`src/spf_params.svh`:
```
// Register offsets, field positions, reset values and timing figures.
`ifndef SPF_PARAMS_SVH
`define SPF_PARAMS_SVH

// Register offsets on the device register port.
`define SPF_OFS_PERSIST       5'h0c
`define SPF_OFS_WAIT_CFG      5'h0d
`define SPF_OFS_PULSE_CNT     5'h0e

// Field positions.
`define SPF_PROX_INTERRUPT_PERSISTENCE_HI      7
`define SPF_PROX_INTERRUPT_PERSISTENCE_LO      4
`define SPF_LIGHT_INTERRUPT_PERSISTENCE_HI     3
`define SPF_LIGHT_INTERRUPT_PERSISTENCE_LO     0
`define SPF_LONG_WAIT_BIT     1

// Reset values.
`define SPF_RST_PERSIST       8'h00
`define SPF_RST_LONG_WAIT     1'b0
`define SPF_RST_PULSE_CNT     8'h00

// Special-function clear codes.
`define SPF_SF_CLR_PROX       5'h05
`define SPF_SF_CLR_LIGHT      5'h06
`define SPF_SF_CLR_BOTH       5'h07

// Timing: clock period, time base step, LED pulse period, in ns.
`define SPF_CLK_PERIOD_NS     50
`define SPF_TIME_BASE_NS      2720000
`define SPF_PULSE_PERIOD_NS   16000
`define SPF_PULSE_CYCLES      (`SPF_PULSE_PERIOD_NS / `SPF_CLK_PERIOD_NS)
`define SPF_LONG_WAIT_FACTOR  12
`define SPF_STEP_RANGE        256

`endif

```
`src/spf_pkg.sv`:
```
// Types shared by the persistence and pulse configuration block.
package spf_pkg;

  // Sequencer states, one-hot.
  typedef enum logic [3:0] {
    SPF_IDLE  = 4'b0001,
    SPF_LIGHT = 4'b0010,
    SPF_PROX  = 4'b0100,
    SPF_WAIT  = 4'b1000
  } spf_state_t;

  // One register access from the serial interface logic.
  typedef struct packed {
    logic       wr;
    logic       rd;
    logic [4:0] addr;
    logic [7:0] wdata;
  } spf_reg_req_t;

  // A finished conversion with its threshold window.
  typedef struct packed {
    logic        done;
    logic [15:0] result;
    logic [15:0] low;
    logic [15:0] high;
  } spf_result_t;

endpackage

```
`src/spf_core.sv`:
```
// Interrupt persistence filters, long wait and LED pulse sequencer.
`timescale 1ns/1ps
`include "spf_params.svh"

module spf_core #(
  parameter int unsigned TIME_BASE_CYCLES =
    `SPF_TIME_BASE_NS / `SPF_CLK_PERIOD_NS
) (
  // Clock and reset.
  input  wire logic                 i_clock,
  input  wire logic                 i_rst_b,
  // Register access and special-function commands.
  input  wire spf_pkg::spf_reg_req_t i_reg_req,
  input  wire logic                 i_sf_valid,
  input  wire logic [4:0]           i_sf_code,
  output logic [7:0]                o_reg_rdata,
  // Settings held in neighbouring registers.
  input  wire logic                 i_light_enable,
  input  wire logic                 i_prox_enable,
  input  wire logic                 i_wait_enable,
  input  wire logic                 i_prox_irq_mask,
  input  wire logic                 i_light_irq_mask,
  input  wire logic [7:0]           i_light_integration_setting,
  input  wire logic [7:0]           i_wait_period_setting,
  // Conversion results with their thresholds.
  input  wire spf_pkg::spf_result_t i_channel_zero_result,
  input  wire spf_pkg::spf_result_t i_prox_result,
  // Sequencer and interrupt outputs.
  output logic                      o_led_pulse,
  output logic                      o_light_cycle_end,
  output logic                      o_prox_cycle_end,
  output logic                      o_prox_irq_pending,
  output logic                      o_light_irq_pending,
  output logic                      o_int_out,
  output logic                      o_int_oe_b
);

  // Half of the LED pulse period is the on time.
  localparam logic [8:0] PULSE_LAST = 9'(`SPF_PULSE_CYCLES - 1);
  localparam logic [8:0] PULSE_HALF = 9'(`SPF_PULSE_CYCLES / 2);
  localparam logic [23:0] TICK_LAST = 24'(TIME_BASE_CYCLES - 1);

  // True when a result lies outside its threshold window.
  function automatic logic out_of_range(input spf_pkg::spf_result_t r);
    out_of_range = (r.result < r.low) || (r.result > r.high);
  endfunction

  // Number of consecutive out-of-range light results for a code.
  function automatic logic [5:0] light_required(input logic [3:0] code);
    if (code <= 4'h3) begin
      light_required = {2'b00, code};
    end else begin
      light_required = 6'(5 * ({2'b00, code} - 6'h03));
    end
  endfunction

  // Configuration registers.
  logic [7:0] persistence_filter_reg;  // Both persistence fields.
  logic       long_wait_multiplier;    // Stretches the wait phase.
  logic [7:0] led_pulse_count;         // Pulses per proximity cycle.
  logic [7:0] next_persistence_filter_reg;
  logic       next_long_wait_multiplier;
  logic [7:0] next_led_pulse_count;
  logic [7:0] next_reg_rdata;

  // Register writes and reads; read data is registered one cycle later.
  always_comb begin
    next_persistence_filter_reg = persistence_filter_reg;
    next_long_wait_multiplier   = long_wait_multiplier;
    next_led_pulse_count        = led_pulse_count;
    next_reg_rdata              = o_reg_rdata;
    if (i_reg_req.wr) begin
      case (i_reg_req.addr)
        `SPF_OFS_PERSIST: begin
          next_persistence_filter_reg = i_reg_req.wdata;
        end
        `SPF_OFS_WAIT_CFG: begin
          // Reserved bits are dropped so they always read as zero.
          next_long_wait_multiplier =
            i_reg_req.wdata[`SPF_LONG_WAIT_BIT];
        end
        `SPF_OFS_PULSE_CNT: begin
          next_led_pulse_count = i_reg_req.wdata;
        end
        default: begin
          // Other offsets belong to other blocks.
        end
      endcase
    end
    if (i_reg_req.rd) begin
      case (i_reg_req.addr)
        `SPF_OFS_PERSIST:   next_reg_rdata = persistence_filter_reg;
        `SPF_OFS_WAIT_CFG:  next_reg_rdata = {6'h00, long_wait_multiplier,
                                              1'b0};
        `SPF_OFS_PULSE_CNT: next_reg_rdata = led_pulse_count;
        default:            next_reg_rdata = 8'h00;
      endcase
    end
  end

  // Register state.
  always_ff @(posedge i_clock or negedge i_rst_b) begin
    if (!i_rst_b) begin
      persistence_filter_reg <= `SPF_RST_PERSIST;
      long_wait_multiplier   <= `SPF_RST_LONG_WAIT;
      led_pulse_count        <= `SPF_RST_PULSE_CNT;
      o_reg_rdata            <= 8'h00;
    end else begin
      persistence_filter_reg <= next_persistence_filter_reg;
      long_wait_multiplier   <= next_long_wait_multiplier;
      led_pulse_count        <= next_led_pulse_count;
      o_reg_rdata            <= next_reg_rdata;
    end
  end

  // Sequencer state.
  spf_pkg::spf_state_t state, next_state;
  logic [23:0] tick;         // Cycles within one 2.72 ms step.
  logic [11:0] steps;        // Steps left in the current phase.
  logic [8:0]  phase;        // Cycles within one LED pulse period.
  logic [7:0]  pulses;       // LED pulses left in this cycle.
  logic [23:0] next_tick;
  logic [11:0] next_steps;
  logic [8:0]  next_phase;
  logic [7:0]  next_pulses;
  logic        next_led;
  logic        next_light_end;
  logic        next_prox_end;
  logic        any_enable;   // Either measurement function runs.
  logic [11:0] light_steps;  // Integration length in steps.
  logic [11:0] wait_steps;   // Wait length in steps.

  // Both settings count upward to 256, so the length is 256 minus value.
  always_comb begin
    any_enable  = i_light_enable | i_prox_enable;
    light_steps = 12'(`SPF_STEP_RANGE) - {4'h0, i_light_integration_setting};
    wait_steps  = 12'(`SPF_STEP_RANGE) - {4'h0, i_wait_period_setting};
    if (long_wait_multiplier) begin
      wait_steps = 12'(wait_steps * `SPF_LONG_WAIT_FACTOR);
    end
  end

  // Next sequencer values. The light phase runs whenever either function is
  // on, even with the light function off, because it spaces the proximity cycles.
  always_comb begin
    next_state     = state;
    next_tick      = tick;
    next_steps     = steps;
    next_phase     = phase;
    next_pulses    = pulses;
    next_led       = 1'b0;
    next_light_end = 1'b0;
    next_prox_end  = 1'b0;
    case (state)
      spf_pkg::SPF_IDLE: begin
        if (any_enable) begin
          next_state = spf_pkg::SPF_LIGHT;
          next_tick  = 24'h00_0000;
          next_steps = light_steps;
        end
      end
      spf_pkg::SPF_LIGHT: begin
        next_tick = tick + 24'h00_0001;
        if (!any_enable) begin
          next_state = spf_pkg::SPF_IDLE;
        end else if (tick >= TICK_LAST) begin
          next_tick = 24'h00_0000;
          if (steps <= 12'h001) begin
            next_light_end = 1'b1;
            if (i_prox_enable) begin
              next_state  = spf_pkg::SPF_PROX;
              next_phase  = 9'h000;
              next_pulses = led_pulse_count;
              // The first pulse starts on entry, so it is as long as the rest.
              next_led    = (led_pulse_count != 8'h00);
            end else if (i_wait_enable) begin
              next_state = spf_pkg::SPF_WAIT;
              next_steps = wait_steps;
            end else begin
              next_steps = light_steps;
            end
          end else begin
            next_steps = steps - 12'h001;
          end
        end
      end
      spf_pkg::SPF_PROX: begin
        next_phase = phase + 9'h001;
        next_led   = (pulses != 8'h00) && (next_phase < PULSE_HALF);
        if (!any_enable) begin
          next_state = spf_pkg::SPF_IDLE;
          next_led   = 1'b0;
        end else if (pulses == 8'h00 || phase >= PULSE_LAST) begin
          next_phase = 9'h000;
          if (pulses <= 8'h01) begin
            // Last pulse done: the proximity cycle ends here.
            next_pulses   = 8'h00;
            next_prox_end = 1'b1;
            next_led      = 1'b0;
            next_tick     = 24'h00_0000;
            if (i_wait_enable) begin
              next_state = spf_pkg::SPF_WAIT;
              next_steps = wait_steps;
            end else begin
              next_state = spf_pkg::SPF_LIGHT;
              next_steps = light_steps;
            end
          end else begin
            next_pulses = pulses - 8'h01;
            next_led    = 1'b1;
          end
        end
      end
      spf_pkg::SPF_WAIT: begin
        next_tick = tick + 24'h00_0001;
        if (!any_enable) begin
          next_state = spf_pkg::SPF_IDLE;
        end else if (tick >= TICK_LAST) begin
          next_tick = 24'h00_0000;
          if (steps <= 12'h001) begin
            next_state = spf_pkg::SPF_LIGHT;
            next_steps = light_steps;
          end else begin
            next_steps = steps - 12'h001;
          end
        end
      end
      default: begin
        next_state = spf_pkg::SPF_IDLE;
      end
    endcase
  end

  // Sequencer registers.
  always_ff @(posedge i_clock or negedge i_rst_b) begin
    if (!i_rst_b) begin
      state             <= spf_pkg::SPF_IDLE;
      tick              <= 24'h00_0000;
      steps             <= 12'h000;
      phase             <= 9'h000;
      pulses            <= 8'h00;
      o_led_pulse       <= 1'b0;
      o_light_cycle_end <= 1'b0;
      o_prox_cycle_end  <= 1'b0;
    end else begin
      state             <= next_state;
      tick              <= next_tick;
      steps             <= next_steps;
      phase             <= next_phase;
      pulses            <= next_pulses;
      o_led_pulse       <= next_led;
      o_light_cycle_end <= next_light_end;
      o_prox_cycle_end  <= next_prox_end;
    end
  end

  // Persistence state, one counter per channel, never shared.
  logic [3:0] prox_persist_count;   // Proximity persistence code.
  logic [3:0] light_persist_count;  // Light persistence code.
  logic [3:0] prox_run;             // Consecutive proximity misses.
  logic [5:0] light_run;            // Consecutive light misses.
  logic [3:0] next_prox_run;
  logic [5:0] next_light_run;
  logic       next_prox_pending;
  logic       next_light_pending;
  logic       prox_hit;
  logic       light_hit;
  logic       next_int;

  // Counters saturate at their top code, so a long miss run never wraps.
  always_comb begin
    prox_persist_count  = persistence_filter_reg[`SPF_PROX_INTERRUPT_PERSISTENCE_HI:
                                                 `SPF_PROX_INTERRUPT_PERSISTENCE_LO];
    light_persist_count = persistence_filter_reg[`SPF_LIGHT_INTERRUPT_PERSISTENCE_HI:
                                                 `SPF_LIGHT_INTERRUPT_PERSISTENCE_LO];
    next_prox_run  = prox_run;
    next_light_run = light_run;
    prox_hit       = 1'b0;
    light_hit      = 1'b0;
    if (i_prox_result.done) begin
      if (!out_of_range(i_prox_result)) begin
        next_prox_run = 4'h0;
      end else if (prox_run != 4'hf) begin
        next_prox_run = prox_run + 4'h1;
      end
      prox_hit = (prox_persist_count == 4'h0) ||
                 (out_of_range(i_prox_result) &&
                  next_prox_run >= prox_persist_count);
    end
    if (i_channel_zero_result.done) begin
      if (!out_of_range(i_channel_zero_result)) begin
        next_light_run = 6'h00;
      end else if (light_run != 6'h3f) begin
        next_light_run = light_run + 6'h01;
      end
      light_hit = (light_persist_count == 4'h0) ||
                  (out_of_range(i_channel_zero_result) &&
                   next_light_run >= light_required(light_persist_count));
    end
    // A clear and a new event in one cycle: the event wins.
    next_prox_pending  = o_prox_irq_pending;
    next_light_pending = o_light_irq_pending;
    if (i_sf_valid && (i_sf_code == `SPF_SF_CLR_PROX ||
                       i_sf_code == `SPF_SF_CLR_BOTH)) begin
      next_prox_pending = 1'b0;
    end
    if (i_sf_valid && (i_sf_code == `SPF_SF_CLR_LIGHT ||
                       i_sf_code == `SPF_SF_CLR_BOTH)) begin
      next_light_pending = 1'b0;
    end
    if (prox_hit) begin
      next_prox_pending = 1'b1;
    end
    if (light_hit) begin
      next_light_pending = 1'b1;
    end
    next_int = (next_prox_pending & i_prox_irq_mask) |
               (next_light_pending & i_light_irq_mask);
  end

  // Persistence and interrupt pin registers; the pin is open drain.
  always_ff @(posedge i_clock or negedge i_rst_b) begin
    if (!i_rst_b) begin
      prox_run            <= 4'h0;
      light_run           <= 6'h00;
      o_prox_irq_pending  <= 1'b0;
      o_light_irq_pending <= 1'b0;
      o_int_out           <= 1'b0;
      o_int_oe_b          <= 1'b1;
    end else begin
      prox_run            <= next_prox_run;
      light_run           <= next_light_run;
      o_prox_irq_pending  <= next_prox_pending;
      o_light_irq_pending <= next_light_pending;
      o_int_out           <= 1'b0;
      o_int_oe_b          <= ~next_int;
    end
  end

endmodule

```
`config.mk`:
```
export PLATFORM = sky130hd
export DESIGN_NAME = spf_core
export DESIGN_NICKNAME = d
export VERILOG_FILES = /design/src/spf_pkg.sv /design/src/spf_core.sv
export VERILOG_INCLUDE_DIRS = /design/src /design/src/src
export SDC_FILE = /design/constraint.sdc
export NUM_CORES = 1
export LEC_CHECK = 0
export ABC_AREA = 1
export BUFFER_PORTS_ARGS = -buffer_cell sky130_fd_sc_hd__buf_2
export CORE_MARGIN = 5
export CORE_UTILIZATION = 52
export DETAILED_ROUTE_END_ITERATION = 16
export GPL_TIMING_DRIVEN = 0
export PLACE_DENSITY = 0.78
export SKIP_LAST_GASP = 1
export SLEW_MARGIN = 10
export SYNTH_ARGS = -nofsm -noshare
export SYNTH_HDL_FRONTEND = slang
export SYNTH_SLANG_ARGS = --single-unit
export TNS_END_PERCENT = 5
```
`constraint.sdc`:
```
create_clock -name i_clock -period 2.6 [get_ports i_clock]
set_input_delay 0.52 -clock i_clock [delete_from_list [all_inputs] [get_ports i_clock]]
set_output_delay 0.52 -clock i_clock [all_outputs]
set_load 0.005 [all_outputs]
```
# Word level (Yosys, flattened, before mapping)
# Cells that the tools add are included.
# op_classes
n_addsub	9
multipliers	2
n_div	0
n_lt_le_gt_ge	12
eq_ne	30
n_shift	0
mux	81
bitwise	5
n_reduce_logical	29
# op_table
op	n
two-way mux 12 bit	13
two-way mux 24 bit	6
one-hot mux 24 bit (3 select lines)	1
two-way mux 4 bit	16
two-way mux 8 bit	7
two-way mux 9 bit	6
one-hot mux 12 bit (4 select lines)	1
greater-than comparator 16 bit	2
< comparator 16 bit	2
two-way mux 6 bit	5
adder 24 x 1 -> 24 bit, second input constant	1
>= comparator 24 x 16 -> 1 bit, second input constant	1
one-hot mux 8 bit (3 select lines)	1
two-way mux 1 bit	21
!= test 3 bit, second input constant	7
!= test 2 bit, second input constant	10
subtractor 9 x 8 -> 10 bit, first input constant	2
one-hot mux 9 bit (2 select lines)	1
one-hot mux 4 bit (4 select lines)	1
one-hot mux 8 bit (2 select lines)	1
nonzero test 8 bit	2
equality test 5 x 3 -> 1 bit, second input constant	3
equality test 5 x 4 -> 1 bit, second input constant	3
less-or-equal comparator 12 x 1 -> 1 bit, second input constant	1
other kinds (37)	54
# totals
regBits	98
latch_bits	0
mem_bits_rw	0
rom_bits	0
input_bits	142
out_inout_bits	15
word_cells	185
memories	0

# Depth between registers and ports, before layout
# Gate-level depths: netlist of the first run.
# depth
depth_word	12
mapped_depth	27
ltp_nobuf	27

# Worst setup path after synthesis of the first run
# OpenSTA, ideal clock, no wires.
# synth_timing
path_type	flip-flop to flip-flop
startpoint	register persistence_filter_reg[0]
endpoint	register o_int_oe_b
setup_time_ns	0.058
t_arrival_ns	2.723
t_required_ns	2.542
slack_ns	-0.181
stages_incl_launch_ff	21
path_buffers	0
synth_period_minus_slack_ns	2.781
path_cell_list	dfrtp_1 > inv_1 > ha_1 > ha_1 > ha_1 > inv_1 > fa_1 > xor2_1 > nand2_1 > ha_1 > nand2_1 > inv_1 > o211ai_1 > o2111ai_1 > nand2_1 > nand2_1 > nand2_1 > nand2_1 > nand2_1 > nand2_1 > inv_1
# synth_via
elab_chain_len	12
elab_cells_between_ends	14
cone_classes	1 x add/sub; 1 x mul; 2 x order compare; 4 x mux; 3 x bitwise; 3 x reduce/logical
# synth_rtl
item	line_no	text
from (decl)	spf_core.sv:58	logic [7:0] persistence_filter_reg;
from (signal assigned)	spf_core.sv:104	persistence_filter_reg <= `SPF_RST_PERSIST;
from (signal assigned)	spf_core.sv:109	persistence_filter_reg <= next_persistence_filter_reg;
subtractor 4 x 2 -> 5 bit	spf_core.sv:53	light_required = 6'(5 * ({2'b00, code} - 6'h03));
multiplier 4 x 5 -> 6 bit	spf_core.sv:53	
two-way mux 6 bit	spf_core.sv:50	if (code <= 4'h3) begin
two-way mux 6 bit	spf_core.sv:290	if (i_channel_zero_result.done) begin
>= comparator 6 bit	spf_core.sv:298	next_light_run >= light_required(light_persist_count));
logical AND 1 bit	spf_core.sv:297	(out_of_range(i_channel_zero_result) &&
logical OR 1 bit (*)	spf_core.sv:296	light_hit = (light_persist_count == 4'h0) ||
two-way mux 1 bit (*)	spf_core.sv:290	
two-way mux 1 bit (*)	spf_core.sv:314	if (light_hit) begin
via next_light_pending	spf_core.sv:265	logic next_light_pending;
bitwise AND 1 bit (*)	spf_core.sv:318	(next_light_pending & i_light_irq_mask);
OR 1 bit (*)	spf_core.sv:317	next_int = (next_prox_pending & i_prox_irq_mask) |
inverter 1 bit (*)	spf_core.sv:336	o_int_oe_b <= ~next_int;
to (signal assigned)	spf_core.sv:336	
to (decl)	spf_core.sv:35	output logic o_int_oe_b
# The timed path passes the listed nets; every way through them passes the cells marked *. The select of a mux whose other input is x is not followed.
# A chain may end at the register's enable or synchronous reset.

# Worst setup path in the final report of the first run
# Ends and elaborated chain as after synthesis.

==> summary.md, run 1 <==
| Metric | Value |
|---|---|
| Total GRT Usage | 22.6% |
| RSZ-0062 raised after global routing | true |
| Setup ws final | -0.356 ns |
| Setup-failing EPs final | 5 |
| Vias/cell | approximately 5.2 |
| Worst R2R End | o_int_oe_b |
| Final period demand of the worst path | 2.96 ns |
| WP data required | 2.89 ns |
| DPL Wire Length | around 18 mm |
| Failing checks | negative setup slack |
| First-pass GRT wire length | 37.6 mm |
| Reg with most FFs | tick |
| Syn Nets | 1504 |
| CP max FO | 5 |
| Hold buffers post-CTS | 0 |
| Port Buffers | ~150 |
| Reg2reg setup slack | -0.36 ns |
| Drt pass-1 iters | 4 |
| GR Overflow Total | 0 |
| Die Span Y | about 140 µm |
| Met2 wire len | 11.2 mm |
| Die X | 140 µm |
| Post-synth ARST share | 100% |
| Reg clk slew, reported paths | 0.07 ns |
| Vias | 8697 |
| Worst-case clock buffer depth | 2 |
| Max-Cap Viols | 0 |
| Layout Cells excl Fill | between 1500 and 2000 |
| Fmax | 338 MHz |
| Critical Path AT | 3.24 ns |
| Final Cell Area | 10300 µm² |
| EDFF count, synth | 0 |
| Sequential fraction of the synthesis area | 27.8% |
| Static Leak | 5.51 nW |
| Starting Density | ~53% |
| Placed Cells | 1639 |
| CTS tree | done |
| Ys flop type | dfrtp_1 |
| Top Metal Used | met4 |
| Largest registers | tick (24), steps (12), phase (9) |
| Setup crit end kind | flip-flop |
| Final Max Tran Viols | 0 |
| #FFs+latches synth | 98 |
| Synth-to-Final Area Change | 17.0% |
| Layout cell share with drive strength beyond 1 | 17.2% |
| Syn Inst Count | 1264 |
| Final hold slack | 0.180 ns |
| Clock skew | approximately 0.007 ns |
| CTS sink count | 98 |
| Max-slew headroom | 56.8% |
| Post-DR wirelength/cell | 13.5 µm |
| Total CTS buffers | 9 |
| Syn Area/Cell | 6.99 µm² |
| Core Region | around 17000 µm² |
| # rows | 47 |
| H-tree depth | 3 |
| Gpl congestion | slightly above 0.9 |
| PwrDens | between 600 and 700 nW/µm² |
| Critical path launch point type | flip-flop |
| Wl on met1 | 9.73 mm |
| Fin crit share | 114% |
| Initial DRC Count | 507 |
| Synthesized area | 8840 µm² |
| Layout Nets | 1674 |
| Yosys warns | 0 |
| Final Hold Fails | 0 |
| Post-route DRC | 0 |
| Metal3 WL | 952 µm |
| Worst Tran Pin Value | 0.643 ns |
| Peak VDD IR | approximately 0.00048 V |
| Clk Latency, worst-skew pair | 0.34 ns |
| Initial antenna violation count | 0 |
| Synth cell types | 50 |
| Post-route ant nets | 0 |
| CTS root buf | clkbuf_16 |
| Worst hold path class | in -> async |
| Worst Reg2Reg Path Length in Cells | 21 |
| Worst r2r src | persistence_filter_reg[0] |
| Io pins | 157 |
| Area after DPL | 9930 µm² |
| Kind of critical path | reg -> reg |
| Pin count of the biggest net entering global routing | 58 |
| Vias in the first global route | 8471 |
| Final wirelength | approximately 22 mm |
| Ant diodes | 0 |
| Status | finished with violations |
| Die area | 19700 µm² |
| Max reg flops | 24 |
cell type report:
cell class / count / area [µm²]
multi-input combinational: 922 / 5470
tap: 220 / 275
sequential: 98 / 2460
clock buffer: 10 / 239
buffer: 20 / 130
clock inverter: 6 / 96.3
fill: 1490 / 6300
inverter: 224 / 848
timing repair buffer: 159 / 831
stage by stage:
step / util (%) / TNS [ns] / power [mW] / worst slack (ns)
floorplan: - / -0.186 / 4.53 / -0.127
global placement: 59.5 / -9.19 / 5.24 / -0.473
detailed placement: 59.7 / -2.81 / 5.34 / -0.528
CTS: 62.1 / -0.894 / 6.93 / -0.362
global route: 62.2 / -2.38 / 7.54 / -0.518
finish: 62.2 / -0.901 / 6.97 / -0.356
where the power goes:
group          switching, mW  leakage (nW)  internal, mW  total (mW)
sequential             0.256          1.30          1.80        2.06
combinational           2.07          4.05          1.35        3.42
clock                  0.612         0.161         0.882        1.49
synth_stat cells, drive strengths merged, types with 12 or more instances:
cell type	count	area (µm²)
o21ai	94	504
a21oi	60	308
dfrtp	96	2400
nor2	91	374
nand2	330	1270
xor2	39	342
nand3	56	285
inv	223	837
nor3	30	183
xnor2	12	105
o211ai	27	203
o22ai	18	113
ha	96	1200
nand4	25	156
logic make-up (layout without fill, tap and decap cells):
| family | Yosys count | count (layout) | share of synthesized area [%] |
|---|---|---|---|
| DFF | 98 | 98 | 27.8 |
| muxes | 8 | 8 | 1.02 |
| AOI/OAI and AO/OA | 215 | 215 | 14.1 |
| xor gates and xnor gates | 51 | 51 | 5.05 |
| and+or+nand+nor | 549 | 549 | 26.9 |
| buffers and inverters | 244 | 419 | 11.0 |
| adders and majority gates | 98 | 98 | 14.0 |
| other | 1 | 1 | 0.0424 |
worst max-delay path, stage by stage, from the launching register on:
cell	delay, ns
dfrtp_2	0.46
nand2_2	0.09
nand2_2	0.06
xor2_2	0.16
ha_1	0.31
ha_2	0.17
inv_2	0.04
fa_2	0.33
xor2_1	0.15
nand2_1	0.13
ha_4	0.32
nand2_2	0.06
inv_2	0.05
nand4_1	0.08
o2111ai_1	0.10
nand2_1	0.07
nand2_1	0.07
nand2_2	0.07
nand2_2	0.06
nand2_1	0.05
nand2_1	0.05
inv_1	0.04
layer usage:
layer / vias up / GRT usage [%]
li1: 4459 / -
met1: 3982 / 28.4
met2: 204 / 39.5
met3: 52 / 3.54
met4: 0 / 7.39
met5: - / 0
repair_timing:
action	4_1_cts	5_1_grt
setup endpoints to repair	4	8
buffers inserted	4	0
resized for setup	13	3
pin swaps	10	9
cells in the final DEF (no fill, tap or decap), types with 4 or more instances in the layout:
cell type / instances
nand2_1: 320
inv_1: 211
buf_2: 155
dfrtp_1: 95
ha_1: 92
nor2_1: 84
o21ai_0: 79
a21oi_1: 58
nand3_1: 55
xor2_1: 38
o211ai_1: 27
nor3_1: 26
nand4_1: 25
o22ai_1: 18
inv_2: 11
xnor2_1: 11
o21ai_1: 10
clkbuf_1: 10
clkbuf_16: 9
mux2_2: 8
nand2_2: 7
nor4_1: 6
o31ai_1: 6
buf_4: 6
buf_6: 5
or2_2: 4
nor2_2: 4
how the worst max path moves through the flow:
stage	start	end	slack (ns)	cells after the start
after floorplan	persistence_filter_reg[0]	o_int_oe_b	-0.13	21
after global placement	i_channel_zero_result[47]	o_int_oe_b	-0.47	22
after detailed placement	i_wait_period_setting[0]	steps[10]	-0.53	17
after CTS	persistence_filter_reg[0]	o_int_oe_b	-0.36	21
after global routing	persistence_filter_reg[0]	o_int_oe_b	-0.52	21
final	persistence_filter_reg[0]	o_int_oe_b	-0.36	21
(Power assumes the default switching activity.)
==> run 2: changes to the inputs <==
--- a/config.mk
+++ b/config.mk
@@ -12,7 +12,9 @@
 export CORE_UTILIZATION = 52
 export DETAILED_ROUTE_END_ITERATION = 16
 export GPL_TIMING_DRIVEN = 0
+export HOLD_SLACK_MARGIN = 0.12
 export PLACE_DENSITY = 0.78
+export RECOVER_POWER = 100
 export SKIP_LAST_GASP = 1
 export SLEW_MARGIN = 10
 export SYNTH_ARGS = -nofsm -noshare
==> summary.md, run 2 (same netlist as run 1, synthesis figures left out) <==
| Metric | Value |
|---|---|
| Reg2reg setup slack | -0.35 ns |
| Layout Nets | 1674 |
| Fmax | 339 MHz |
| Max-Cap Viols | 0 |
| Die Span Y | roughly 140 µm |
| Die area | between 15000 and 20000 µm² |
| Synth-to-Final Area Change | 16.2% |
| Vias | slightly below 9000 |
| Reg clk slew, reported paths | roughly 0.07 ns |
| Final Hold Fails | 0 |
| Die X | 140 µm |
| Final wirelength | 22.4 mm |
| Drt pass-1 iters | 5 |
| Port Buffers | between 150 and 200 |
| Critical Path AT | 3.24 ns |
| CTS root buf | clkbuf_16 |
| Max-slew headroom | a little over a quarter |
| Net Sw Power | 2.93 mW |
| Core Region | roughly 17000 µm² |
| Worst r2r src | persistence_filter_reg[0] |
| Static Leak | 5.45 nW |
| Initial DRC Count | approximately 490 |
| Worst Setup SP | persistence_filter_reg[0] |
| Register area | 2460 µm² |
| Sw Share | 42.2% |
| Fin crit share | 114% |
| Failing checks | negative setup slack |
| # rows | 47 |
| Critical path launch point type | flip-flop |
| Combinational power share | 48.9% |
| Total CTS buffers | 9 |
| Post-route DRC | 0 |
| Layout cell share with drive strength beyond 1 | between 10% and 20% |
| Setup TNS | -4.34 ns |
| Total GRT Usage | 22.6% |
| Hold buffers post-CTS | 0 |
| Worst Tran Pin Value | 1.11 ns |
| Clk Latency, worst-skew pair | 0.34 ns |
| Critical path cell sequence | nand2_2, nand2_2, xor2_2, ha_1, ha_2, inv_2, fa_2, xor2_1, nand2_1, ha_4, nand2_2, inv_2, nand4_1, o2111ai_1, nand2_1, nand2_1, nand2_2, nand2_2, nand2_1, nand2_1, inv_1 |
| Clock power frac | around 22% |
| GR Overflow Total | 0 |
| Internal power | 4.01 mW |
| Worst-case clock buffer depth | 2 |
| First-pass GRT wire length | 37.6 mm |
| WP data required | between 2 and 3 ns |
| Ant diodes | 0 |
| Fillers | 1502 |
| Post-route ant nets | 0 |
| Io pins | 157 |
| Worst hold path class | in -> reg |
| Worst slack at placement | -0.528 ns |
| Largest registers | tick (24), steps (12), phase (9) |
| CP max-delay cell | dfrtp_2 |
| Vias/cell | 5.27 |
| Starting Density | 53.1% |
| Kind of critical path | reg -> reg |
| Most common cell after layout, fill and taps aside | nand2_1 |
| Fin util | approximately three fifths |
| Pin count of the biggest net entering global routing | 58 |
| Vias in the first global route | about 8500 |
| Gpl congestion | ~0.93 |
| Area occupied by multi-input gates | 5440 µm² |
| Max reg flops | 24 |
| Setup ws final | -0.353 ns |
| Placed Cells | 1639 |
| Peak VDD IR | a little under 0.0005 V |
| RSZ-0062 raised after global routing | true |
| Setup-failing EPs final | 29 |
| CTS tree | done |
| Layout Cells excl Fill | approximately 1700 |
| PwrDens | 676 nW/µm² |
| Final period demand of the worst path | 2.95 ns |
| Post-DR wirelength/cell | around 14 µm |
| Status | finished with violations |
| Power, Total | 6.95 mW |
| DPL Wire Length | 17.9 mm |
| Clock skew | 0.00597 ns |
| Final Max Tran Viols | 0 |
| Setup crit end kind | flip-flop |
| H-tree depth | 3 |
| Initial antenna violation count | 0 |
| Hold Path Origin | i_prox_irq_mask |
| CTS sink count | 98 |
| Reg power frac | 29.6% |
| CP max FO | 5 |
| Reg with most FFs | tick |
| Most frequent cells in the layout | nand2_1, inv_1, buf_2 |
| Crit path largest cell delay | 0.45 ns |
## run 2: per-layer routing
| layer | vias up | share of wire (%) | GRT usage, % |
|---|---|---|---|
| li1 | 4462 | - | - |
| met4 | 0 | 2.5 | 7.39 |
| met2 | 235 | 50 | 39.5 |
| met1 | 3995 | 43 | 28.4 |
| met5 | - | 0 | 0 |
| met3 | 50 | 4.7 | 3.54 |
## run 2: worst max-delay path, delay by kind of cell, from the launching register on
| family | cells | cell delay [ns] |
|---|---|---|
| and+or+nand+nor | 11 | 0.78 |
| adders and majority gates | 4 | 1.12 |
| DFF | 1 | 0.45 |
| xor gates and xnor gates | 2 | 0.31 |
| AOI/OAI and AO/OA | 1 | 0.10 |
| buffers and inverters | 3 | 0.13 |
## run 2: worst paths after layout
check / end / cells past startpoint
max: o_int_oe_b / 21
max in group asynchronous: phase[8] / 2
min: o_int_oe_b / 4
max reg2reg: o_int_oe_b / 21
min reg2reg: persistence_filter_reg[5] / 2
min in group asynchronous: steps[4] / 1
## run 2: area by class of cell
cell class / instances / area share (%)
Buffer: 20 / 1.27
Clock buffer: 10 / 2.33
Clock inverter: 6 / 0.938
Inverter: 224 / 8.26
Multi-Input combinational cell: 922 / 52.9
Sequential cell: 98 / 23.9
Tap cell: 220 / 2.68
Timing Repair Buffer: 159 / 7.72
## run 2: metrics by stage
| stage | area (µm²) | hold WS [ns] |
|---|---|---|
| after global placement | 9900 | 0.465 |
| after detailed placement | 9930 | 0.475 |
| final | 10300 | 0.375 |
| after CTS | 10300 | 0.200 |
| after global routing | 10300 | 0.379 |
| after floorplan | 8860 | 0.224 |
## run 2: power by group through the flow
| stage | registers (mW) | logic, mW | clock network [mW] |
|---|---|---|---|
| finish | 2.06 | 3.39 | 1.50 |
| global route | 2.10 | 3.84 | 1.57 |
| CTS | 2.05 | 3.36 | 1.52 |
| detailed placement | 2.07 | 3.27 | 0 |
| global placement | 2.07 | 3.18 | 0 |
| floorplan | 2.02 | 2.51 | 0 |
## run 2: timing repair
item,in CTS,in global routing
setup buffers,4,0
resized for setup,13,3
endpoints found under the setup margin,4,8
pin swaps,10,9
gates cloned,0,0
